`config.mk`:
```
export PLATFORM = sky130hd
export DESIGN_NAME = sts_sequencer
export DESIGN_NICKNAME = d
export VERILOG_FILES = /design/src/logic/sts_pkg.sv /design/src/logic/sts_tmr_if.sv /design/src/logic/sts_delay_timer.sv /design/src/logic/sts_sequencer.sv
export SDC_FILE = /design/constraint.sdc
export NUM_CORES = 1
export LEC_CHECK = 0
export BUFFER_PORTS_ARGS = -buffer_cell sky130_fd_sc_hd__buf_2
export CAP_MARGIN = 30
export CORE_ASPECT_RATIO = 0.9
export CORE_UTILIZATION = 62
export CTS_BUF_LIST = sky130_fd_sc_hd__clkbuf_8
export CTS_CLUSTER_DIAMETER = 120
export DETAILED_ROUTE_END_ITERATION = 16
export PLACE_DENSITY = 0.87
export SLEW_MARGIN = 20
export SYNTH_ARGS = -nofsm -noshare
export SYNTH_HDL_FRONTEND = slang
export SYNTH_HIERARCHICAL = 1
export SYNTH_SLANG_ARGS = --single-unit
export TNS_END_PERCENT = 10
```
`constraint.sdc`:
```
create_clock -name REF_CLK_I -period 41.3 [get_ports REF_CLK_I]
set_clock_uncertainty 0.05 [all_clocks]
set_input_delay 2.065 -clock REF_CLK_I [delete_from_list [all_inputs] [get_ports REF_CLK_I]]
set_output_delay 2.065 -clock REF_CLK_I [all_outputs]
set_load 0.05 [all_outputs]
```
`src/logic/sts_pkg.sv`:
```
package sts_pkg;
	// ==========================================================
	// Command codes of the serial management port
	localparam logic [7:0] CMD_STARTUP_DELAY = 8'hd4;
	localparam logic [7:0] CMD_SLEW_SELECT = 8'hd5;
	localparam logic [7:0] CMD_LOADLINE_CAL = 8'hde;
	localparam logic [7:0] CMD_LOADLINE_SET = 8'hdf;
	localparam logic [7:0] CMD_LIMIT_TRIM = 8'he2;
	localparam logic [7:0] CMD_READ_CURRENT = 8'h8c;

	// ==========================================================
	// Field positions and reset values
	localparam int DELAY_CODE_MSB = 2;
	localparam int SLEW_CODE_MSB = 2;
	localparam int TRIM_CODE_MSB = 4;
	localparam logic [2:0] DELAY_CODE_RST = 3'h3;
	localparam logic [2:0] SLEW_CODE_RST = 3'h2;
	localparam logic [4:0] TRIM_CODE_RST = 5'h10;
	localparam logic [4:0] LOADLINE_RST = 5'h10;

	// ==========================================================
	// Timing and levels
	localparam int CLK_PERIOD_NS = 5;
	localparam int DELAY_STEP_US = 500;
	localparam int DELAY_STEP_CYC = DELAY_STEP_US * 1000 / CLK_PERIOD_NS;
	localparam int SLEW_BASE_NS = 62500;
	localparam int SLEW_BASE_CYC = SLEW_BASE_NS / CLK_PERIOD_NS;
	localparam int LATCHOFF_MULT = 4;
	localparam int DETECT_CYC = 6;
	localparam logic [7:0] BOOT_DAC_CODE = 8'ha8;
	localparam int TMR_W = 24;

	typedef enum logic [3:0] {
		ST_IDLE, ST_DELAY, ST_DETECT, ST_BOOT_RAMP, ST_BOOT_HOLD,
		ST_FINAL_RAMP, ST_BLANK, ST_RUN, ST_LATCH_WAIT, ST_LATCHED
	} sts_state_t;
endpackage

```
`src/logic/sts_tmr_if.sv`:
```
interface sts_tmr_if;
	logic start;
	logic stop;
	logic long_mode;
	logic [2:0] code;
	logic done;
	logic busy;
	modport ctrl (output start, output stop, output long_mode, output code, input done, input busy);
	modport tmr (input start, input stop, input long_mode, input code, output done, output busy);
endinterface

```
`src/logic/sts_delay_timer.sv`:
```
module sts_delay_timer #(
	parameter int STEP_CYC = sts_pkg::DELAY_STEP_CYC
) (
	input wire logic clk_i,
	input wire logic rst_b_i,
	sts_tmr_if.tmr t
);
	// ==========================================================
	// Interval length: code picks 0.5 ms steps, long mode is four times that
	function automatic logic [sts_pkg::TMR_W-1:0] load_val(input logic [2:0] code, input logic lng);
		logic [sts_pkg::TMR_W-1:0] base;
		base = sts_pkg::TMR_W'(({29'h0, code} + 32'h1) * STEP_CYC);
		if (lng) begin
			base = sts_pkg::TMR_W'(base * sts_pkg::LATCHOFF_MULT);
		end
		return base - sts_pkg::TMR_W'(1);
	endfunction

	logic [sts_pkg::TMR_W-1:0] cnt_r;
	logic busy_r;
	logic done_r;

	// Code is sampled only at start, so a rewrite never bends a running interval
	always_ff @(posedge clk_i or negedge rst_b_i) begin
		if (!rst_b_i) begin
			cnt_r <= '0;
			busy_r <= 1'b0;
			done_r <= 1'b0;
		end else begin
			done_r <= 1'b0;
			if (t.stop) begin
				busy_r <= 1'b0;
			end else if (t.start) begin
				cnt_r <= load_val(t.code, t.long_mode);
				busy_r <= 1'b1;
			end else if (busy_r) begin
				if (cnt_r == '0) begin
					busy_r <= 1'b0;
					done_r <= 1'b1;
				end else begin
					cnt_r <= cnt_r - sts_pkg::TMR_W'(1);
				end
			end
		end
	end

	assign t.busy = busy_r;
	assign t.done = done_r;
endmodule

```
`src/logic/sts_sequencer.sv`:
```
module sts_sequencer #(
	parameter int DELAY_STEP_CYC = sts_pkg::DELAY_STEP_CYC,
	parameter int SLEW_BASE_CYC = sts_pkg::SLEW_BASE_CYC
) (
	input wire logic REF_CLK_I,
	input wire logic RST_B_I,
	input wire logic EN_I,
	input wire logic SUPPLY_LOCKOUT_I,
	input wire logic [3:0] PHASE_ABOVE_THR_I,
	input wire logic CUR_LIMIT_I,
	input wire logic [7:0] VOLTAGE_ID_CODE_I,
	input wire logic [3:0] PHASE_PWM_REQ_I,
	input wire logic [7:0] SENSE_CURRENT_I,
	input wire logic CMD_WR_I,
	input wire logic CMD_RD_I,
	input wire logic [7:0] CMD_CODE_I,
	input wire logic [7:0] CMD_WDATA_I,
	output logic [7:0] CMD_RDATA_O,
	output logic [3:0] PHASE_DRIVE_O,
	output logic [3:0] PHASE_DRIVE_OE_O,
	output logic [3:0] PHASE_PULLDOWN_O,
	output logic [3:0] PHASE_SLOT_O,
	output logic [2:0] PHASE_COUNT_O,
	output logic [7:0] DAC_CODE_O,
	output logic [4:0] LIMIT_TRIM_O,
	output logic [4:0] LOADLINE_CAL_O,
	output logic [4:0] LOADLINE_SET_O,
	output logic POWER_GOOD_O,
	output logic LATCHOFF_O
);
	// ==========================================================
	// Decoders
	function automatic logic [3:0] tied_of(input logic [3:0] hi);
		if (hi[3:1] == 3'h7) begin
			return 4'he;
		end else if (hi[3:2] == 2'h3) begin
			return 4'hc;
		end else if (hi[3]) begin
			return 4'h8;
		end
		return 4'h0;
	endfunction

	function automatic logic [2:0] count_of(input logic [3:0] tied);
		return 3'h4 - 3'(tied[1]) - 3'(tied[2]) - 3'(tied[3]);
	endfunction

	function automatic logic [sts_pkg::TMR_W-1:0] slew_cyc(input logic [2:0] code);
		return sts_pkg::TMR_W'(SLEW_BASE_CYC / (2 * int'(code) + 1));
	endfunction

	// ==========================================================
	// Pin synchronisers: first stage feeds only the second
	logic [6:0] sync1_r;
	logic [6:0] sync2_r;
	always_ff @(posedge REF_CLK_I or negedge RST_B_I) begin
		if (!RST_B_I) begin
			sync1_r <= '0;
			sync2_r <= '0;
		end else begin
			sync1_r <= {CUR_LIMIT_I, SUPPLY_LOCKOUT_I, EN_I, PHASE_ABOVE_THR_I};
			sync2_r <= sync1_r;
		end
	end
	logic [3:0] hi_s;
	logic en_s;
	logic lock_s;
	logic ilim_s;
	assign hi_s = sync2_r[3:0];
	assign en_s = sync2_r[4];
	assign lock_s = sync2_r[5];
	assign ilim_s = sync2_r[6];

	// ==========================================================
	// Command registers
	logic [2:0] delay_code_r;
	logic [2:0] slew_code_r;
	logic [4:0] trim_r;
	logic [4:0] ll_cal_r;
	logic [4:0] ll_set_r;
	always_ff @(posedge REF_CLK_I or negedge RST_B_I) begin
		if (!RST_B_I) begin
			delay_code_r <= sts_pkg::DELAY_CODE_RST;
			slew_code_r <= sts_pkg::SLEW_CODE_RST;
			trim_r <= sts_pkg::TRIM_CODE_RST;
			ll_cal_r <= sts_pkg::LOADLINE_RST;
			ll_set_r <= sts_pkg::LOADLINE_RST;
		end else if (CMD_WR_I) begin
			unique case (CMD_CODE_I)
				sts_pkg::CMD_STARTUP_DELAY: delay_code_r <= CMD_WDATA_I[sts_pkg::DELAY_CODE_MSB:0];
				sts_pkg::CMD_SLEW_SELECT: slew_code_r <= CMD_WDATA_I[sts_pkg::SLEW_CODE_MSB:0];
				sts_pkg::CMD_LIMIT_TRIM: trim_r <= CMD_WDATA_I[sts_pkg::TRIM_CODE_MSB:0];
				sts_pkg::CMD_LOADLINE_CAL: ll_cal_r <= CMD_WDATA_I[4:0];
				sts_pkg::CMD_LOADLINE_SET: ll_set_r <= CMD_WDATA_I[4:0];
				default: ;
			endcase
		end
	end

	// Read data is registered; unknown codes answer zero
	always_ff @(posedge REF_CLK_I or negedge RST_B_I) begin
		if (!RST_B_I) begin
			CMD_RDATA_O <= 8'h00;
		end else if (CMD_RD_I) begin
			unique case (CMD_CODE_I)
				sts_pkg::CMD_STARTUP_DELAY: CMD_RDATA_O <= {5'h00, delay_code_r};
				sts_pkg::CMD_SLEW_SELECT: CMD_RDATA_O <= {5'h00, slew_code_r};
				sts_pkg::CMD_LIMIT_TRIM: CMD_RDATA_O <= {3'h0, trim_r};
				sts_pkg::CMD_LOADLINE_CAL: CMD_RDATA_O <= {3'h0, ll_cal_r};
				sts_pkg::CMD_LOADLINE_SET: CMD_RDATA_O <= {3'h0, ll_set_r};
				sts_pkg::CMD_READ_CURRENT: CMD_RDATA_O <= SENSE_CURRENT_I;
				default: CMD_RDATA_O <= 8'h00;
			endcase
		end
	end

	// Trim and load-line codes go to the analog scalers
	always_ff @(posedge REF_CLK_I or negedge RST_B_I) begin
		if (!RST_B_I) begin
			LIMIT_TRIM_O <= sts_pkg::TRIM_CODE_RST;
			LOADLINE_CAL_O <= sts_pkg::LOADLINE_RST;
			LOADLINE_SET_O <= sts_pkg::LOADLINE_RST;
		end else begin
			LIMIT_TRIM_O <= trim_r;
			LOADLINE_CAL_O <= ll_cal_r;
			LOADLINE_SET_O <= ll_set_r;
		end
	end

	// ==========================================================
	// Shared delay timer
	sts_tmr_if tmr ();
	sts_delay_timer #(.STEP_CYC(DELAY_STEP_CYC)) u_timer (
		.clk_i(REF_CLK_I),
		.rst_b_i(RST_B_I),
		.t(tmr.tmr)
	);

	// ==========================================================
	// Sequencer
	sts_pkg::sts_state_t state_r;
	logic [2:0] det_cnt_r;
	logic [sts_pkg::TMR_W-1:0] step_cnt_r;
	logic [3:0] tied_r;
	logic oc_seen_r;
	logic tmr_start_r;
	logic tmr_long_r;
	logic go_on;
	logic ramp_tick;
	assign go_on = en_s && !lock_s;
	assign ramp_tick = (step_cnt_r == '0);
	assign tmr.start = tmr_start_r;
	assign tmr.long_mode = tmr_long_r;
	assign tmr.code = delay_code_r;
	assign tmr.stop = !go_on || (state_r == sts_pkg::ST_LATCH_WAIT && !ilim_s);

	// Main startup flow; enable or lockout loss aborts from anywhere
	always_ff @(posedge REF_CLK_I or negedge RST_B_I) begin
		if (!RST_B_I) begin
			state_r <= sts_pkg::ST_IDLE;
			tmr_start_r <= 1'b0;
			tmr_long_r <= 1'b0;
			det_cnt_r <= '0;
		end else begin
			tmr_start_r <= 1'b0;
			if (!go_on) begin
				state_r <= sts_pkg::ST_IDLE;
			end else begin
				unique case (state_r)
					sts_pkg::ST_IDLE: begin
						state_r <= sts_pkg::ST_DELAY;
						tmr_start_r <= 1'b1;
						tmr_long_r <= 1'b0;
					end
					sts_pkg::ST_DELAY: if (tmr.done) begin
						state_r <= sts_pkg::ST_DETECT;
						det_cnt_r <= '0;
					end
					sts_pkg::ST_DETECT: begin
						det_cnt_r <= det_cnt_r + 3'h1;
						if (det_cnt_r == 3'(sts_pkg::DETECT_CYC - 1)) begin
							state_r <= sts_pkg::ST_BOOT_RAMP;
						end
					end
					sts_pkg::ST_BOOT_RAMP: if (DAC_CODE_O == sts_pkg::BOOT_DAC_CODE) begin
						state_r <= sts_pkg::ST_BOOT_HOLD;
						tmr_start_r <= 1'b1;
					end
					sts_pkg::ST_BOOT_HOLD: if (tmr.done) begin
						state_r <= sts_pkg::ST_FINAL_RAMP;
					end
					sts_pkg::ST_FINAL_RAMP: if (DAC_CODE_O == VOLTAGE_ID_CODE_I) begin
						state_r <= sts_pkg::ST_BLANK;
						tmr_start_r <= 1'b1;
					end
					sts_pkg::ST_BLANK: if (tmr.done) begin
						if (oc_seen_r || ilim_s) begin
							state_r <= sts_pkg::ST_LATCH_WAIT;
							tmr_start_r <= 1'b1;
							tmr_long_r <= 1'b1;
						end else begin
							state_r <= sts_pkg::ST_RUN;
						end
					end
					sts_pkg::ST_RUN: if (ilim_s) begin
						state_r <= sts_pkg::ST_LATCH_WAIT;
						tmr_start_r <= 1'b1;
						tmr_long_r <= 1'b1;
					end
					sts_pkg::ST_LATCH_WAIT: begin
						if (!ilim_s) begin
							state_r <= sts_pkg::ST_RUN;
						end else if (tmr.done) begin
							state_r <= sts_pkg::ST_LATCHED;
						end
					end
					sts_pkg::ST_LATCHED: ;
					// Unused codes of the state register fall back to a safe start
					default: state_r <= sts_pkg::ST_IDLE;
				endcase
			end
		end
	end

	// A limit seen during startup is held until the sequence ends
	always_ff @(posedge REF_CLK_I or negedge RST_B_I) begin
		if (!RST_B_I) begin
			oc_seen_r <= 1'b0;
		end else if (state_r == sts_pkg::ST_IDLE || state_r == sts_pkg::ST_RUN) begin
			oc_seen_r <= 1'b0;
		end else if (ilim_s) begin
			oc_seen_r <= 1'b1;
		end
	end

	// Soft-start DAC stepping; slew code is picked up at each step start
	always_ff @(posedge REF_CLK_I or negedge RST_B_I) begin
		if (!RST_B_I) begin
			DAC_CODE_O <= 8'h00;
			step_cnt_r <= '0;
		end else if (state_r == sts_pkg::ST_IDLE || state_r == sts_pkg::ST_LATCHED) begin
			DAC_CODE_O <= 8'h00;
			step_cnt_r <= '0;
		end else if (state_r == sts_pkg::ST_BOOT_RAMP || state_r == sts_pkg::ST_FINAL_RAMP) begin
			if (!ramp_tick) begin
				step_cnt_r <= step_cnt_r - sts_pkg::TMR_W'(1);
			end else begin
				step_cnt_r <= slew_cyc(slew_code_r) - sts_pkg::TMR_W'(1);
				if (state_r == sts_pkg::ST_BOOT_RAMP && DAC_CODE_O < sts_pkg::BOOT_DAC_CODE) begin
					DAC_CODE_O <= DAC_CODE_O + 8'h01;
				end else if (state_r == sts_pkg::ST_FINAL_RAMP && DAC_CODE_O < VOLTAGE_ID_CODE_I) begin
					DAC_CODE_O <= DAC_CODE_O + 8'h01;
				end else if (state_r == sts_pkg::ST_FINAL_RAMP && DAC_CODE_O > VOLTAGE_ID_CODE_I) begin
					DAC_CODE_O <= DAC_CODE_O - 8'h01;
				end
			end
		end else begin
			step_cnt_r <= '0;
		end
	end

	// ==========================================================
	// Phase detection and phase outputs
	logic detect_open;
	logic drive_ok;
	assign detect_open = (state_r == sts_pkg::ST_IDLE || state_r == sts_pkg::ST_DELAY
		|| state_r == sts_pkg::ST_DETECT);
	assign drive_ok = !detect_open && state_r != sts_pkg::ST_LATCHED;

	// Classification sampled on the last detection cycle; default is four phases
	always_ff @(posedge REF_CLK_I or negedge RST_B_I) begin
		if (!RST_B_I) begin
			tied_r <= 4'h0;
		end else if (state_r == sts_pkg::ST_DETECT && det_cnt_r == 3'(sts_pkg::DETECT_CYC - 1)) begin
			tied_r <= tied_of(hi_s);
		end
	end

	always_ff @(posedge REF_CLK_I or negedge RST_B_I) begin
		if (!RST_B_I) begin
			PHASE_COUNT_O <= 3'h4;
		end else begin
			PHASE_COUNT_O <= count_of(tied_r);
		end
	end

	// Weak sink only while enabled and before detection ends
	always_ff @(posedge REF_CLK_I or negedge RST_B_I) begin
		if (!RST_B_I) begin
			PHASE_PULLDOWN_O <= 4'h0;
		end else begin
			PHASE_PULLDOWN_O <= {{3{en_s && detect_open}}, 1'b0};
		end
	end

	// Each output has its own gate so phases may overlap
	genvar gi;
	generate
		for (gi = 0; gi < 4; gi++) begin : g_ph
			always_ff @(posedge REF_CLK_I or negedge RST_B_I) begin
				if (!RST_B_I) begin
					PHASE_DRIVE_O[gi] <= 1'b0;
					PHASE_DRIVE_OE_O[gi] <= 1'b0;
				end else begin
					PHASE_DRIVE_O[gi] <= drive_ok && !tied_r[gi] && PHASE_PWM_REQ_I[gi];
					if (gi == 0) begin
						PHASE_DRIVE_OE_O[gi] <= 1'b1;
					end else begin
						PHASE_DRIVE_OE_O[gi] <= drive_ok && !tied_r[gi];
					end
				end
			end
		end
	endgenerate

	// Slot rotates over active phases only: per-phase rate is master over count
	logic [1:0] slot_r;
	always_ff @(posedge REF_CLK_I or negedge RST_B_I) begin
		if (!RST_B_I) begin
			slot_r <= 2'h0;
			PHASE_SLOT_O <= 4'h0;
		end else begin
			if (!drive_ok || 3'(slot_r) + 3'h1 >= PHASE_COUNT_O) begin
				slot_r <= 2'h0;
			end else begin
				slot_r <= slot_r + 2'h1;
			end
			PHASE_SLOT_O <= drive_ok ? (4'h1 << slot_r) : 4'h0;
		end
	end

	// Status flags
	always_ff @(posedge REF_CLK_I or negedge RST_B_I) begin
		if (!RST_B_I) begin
			POWER_GOOD_O <= 1'b0;
			LATCHOFF_O <= 1'b0;
		end else begin
			POWER_GOOD_O <= (state_r == sts_pkg::ST_RUN || state_r == sts_pkg::ST_LATCH_WAIT);
			LATCHOFF_O <= (state_r == sts_pkg::ST_LATCHED);
		end
	end
endmodule

```
==> reports/qor.yml <==
timing.rr.start: "slew_code_r[1]"
r2r_end: "step_cnt_r[22]"
start_util_pct: 63.4
seqCellArea_um2: 3690
grt_pass1_wl_um: 67600
drive_gt1_share_pct: 14.7
cts_setup_buffers: 0
wl_per_cell_um: 18.8
fin_nets: 2020
dieArea_um2: 24600
worst_pin_slew_ps: 946
worstHoldStart: "sync1_r[5]"
grt_max_degree: 82
fmax_ghz: 0.0327
num_io_pins: 99
synth-seq-area-share_pct: 24.8
min_path_type: "flip-flop to flip-flop"
holdPathStages: 0
cts_buffers: 17
r2r_cells: 111
ant_nets: 0
antenna_found_initial: 0
core_area_um2: 23500
hpwl_um: 31100
multi_input_area_um2: 10600
clk_path_buf_depth: 2
path_common_cell: "ha_1"
grt-ovfl-total: 0
rrSetupSlack_ps: 10700
slowest_stage: "or4_1"
avgSynthCellArea_um2: 8.16
arrival_ps: 30940
grt_usage_pct: 33.7
setup_slack_ps: 10700
post_cts_resized: 0
crit_path_start_kind: "flip-flop"
slowest_delay_ps: 900
n_fill_cell: 1975
synth_ff_type: "dfrtp_1"
yosys.area.top_type_share_pct: 23.0
first_global_vias: 13827
antennaDiodeCount: 0
die_x_um: 165
synth_top_area_cell: "dfrtp_1"
critPathCaptureType: "flip-flop"
required_ps: 41640
maxCapViolCount: 0
place_area_um2: 15500
crit_family: "simple AND/OR/NAND/NOR gates"
hold_viol_final: 0
yosysWarningCount: 6
yosysUniqueCellTypes: 119
fin_area_um2: 16000
synth_cells: 1825
worstPathBufferInverterCount: 9
drt-total-wl_um: 41200
vias: 14932
maxSlewViolCount: 0
cts_root_buf: "clkbuf_8"
dr.pass1.iters: 6
cts_sinks: 147
rsz0062_at_grt: "no"
initialDrtViolationCount: 1344
drc: 0
gp_congestion: 0.964
ir_drop_mv: 0.0550
ys_seq_elements: 147
path_clk_slew_ps: 90
insertion_delay_ps: 460
hold_path_end: "sync2_r[5]"
numPortBuffers: 93
finalSetupViolations: 0
crit_fanout: 18
h-tree-depth: 4
p_per_area_nw_per_um2: 85.5
relSlewSlack_pct: 36.4
synthToLayoutAreaGrowth_pct: 7.19
crit_cells: 111
whs_ps: 304
timing.final.crit_share_pct: 74.1
ctsHoldBuffers: 0
syn-cell-area_um2: 14900
ys_async_sr_fraction_pct: 100
total_power_mw: 1.36
cts_tree: "yes"
post-place-ws_ps: 11600
status: "complete, no violations"
synthTopCellsByArea: "dfrtp_1, ha_1, a21oi_1"
rows: 53
leakagePower_nw: 6.76
path_class: "flip-flop to flip-flop"
min_period_ps: 30600
synth_edf_count: 0
vias_per_cell: 6.80
die_y_um: 149
setup_tns_ps: 0
per-stage QoR:
step                utilization [%]  std cells
floorplan                         -       1826
global placement               66.1       2165
detailed placement             66.1       2165
CTS                            68.0       2197
global route                   68.0       2197
finish                         68.0       2197
flip-flops by register name, summed over array words and instances, names as in the netlist, 5 cells and up:
register	cells
LOADLINE_SET_O	5
u_timer/cnt_r	24
trim_r	5
sync2_r	6
ll_set_r	5
CMD_RDATA_O	8
LIMIT_TRIM_O	5
DAC_CODE_O	8
LOADLINE_CAL_O	5
sync1_r	6
step_cnt_r	24
ll_cal_r	5
layer usage:
metal  GRT usage (%)  vias up  part of all wire, %
met5               0        -                    0
met4            10.8        0                  2.1
met3            4.70       88                  6.7
met2            55.0      635                   47
met1            45.9     7194                   44
li1                -     7015                    -
report_power, final:
group          total [mW]  internal, mW  switching (mW)  leakage [nW]
Sequential          0.169         0.156          0.0125          1.94
Clock               0.129        0.0677          0.0616         0.225
Combinational        1.07         0.352           0.714          4.59
Total                1.36         0.576           0.788          6.76
area by class of cell:
type	instances	share of cell area, %
clock buffers	17	1.47
clock inverters	15	1.36
inverters	75	1.76
multi-input cells	1538	66.5
flip-flops and latches	147	23.1
well taps	302	2.37
repair buffers	103	3.45
cells in the final DEF, fill, tap and decap left out, types with 33 or more instances in the layout:
| master | count |
|---|---|
| dfrtp_1 | 137 |
| ha_1 | 87 |
| inv_1 | 73 |
| nor2_1 | 158 |
| buf_2 | 92 |
| mux2_2 | 35 |
| nor3_1 | 53 |
| o21ai_0 | 98 |
| and2_1 | 34 |
| xnor2_1 | 52 |
| a21oi_1 | 122 |
| nand2_1 | 147 |
| nand3_1 | 62 |
| or3_1 | 33 |
synthesized netlist by cell type, types with 20 or more instances:
master,n
and2_1,34
a21oi_1,122
a21o_1,31
mux2_2,35
xor2_1,29
mux2i_1,20
nor2b_1,29
o31ai_1,22
and3_1,25
nand4_1,32
nor3_1,53
clkbuf_1,36
nand3_1,62
dfrtp_1,137
o21ai_1,22
inv_1,72
ha_1,87
nor2_1,158
o21ai_0,99
o211ai_1,26
nor4_1,32
nand2_1,147
nand2b_1,26
o21a_1,23
or3_1,33
xnor2_1,52
logic make-up (layout without fill, tap and decap cells):
kind of cell	Yosys count	after routing	share of synthesized area, %
AND/OR/NAND/NOR	732	732	26.6
XOR/XNOR	84	84	5.17
adder cells (fa/ha/maj)	91	91	7.85
other	2	3	0.0504
flip-flops	147	147	24.8
AO/OA/AOI/OAI	572	572	27.4
buffers and inverters	141	210	4.01
multiplexers	56	56	4.08
how the worst max path moves through the flow:
stage | slack, ps | from | endpoint
6_report | 10700 | slew_code_r[1] | step_cnt_r[22]
3_5_place_dp | 11600 | slew_code_r[1] | step_cnt_r[22]
5_1_grt | 8860 | slew_code_r[1] | step_cnt_r[22]
2_1_floorplan | 17010 | slew_code_r[1] | step_cnt_r[18]
3_3_place_gp | 12320 | slew_code_r[1] | step_cnt_r[22]
4_1_cts | 11510 | slew_code_r[1] | step_cnt_r[22]
(Power assumes the default switching activity.)
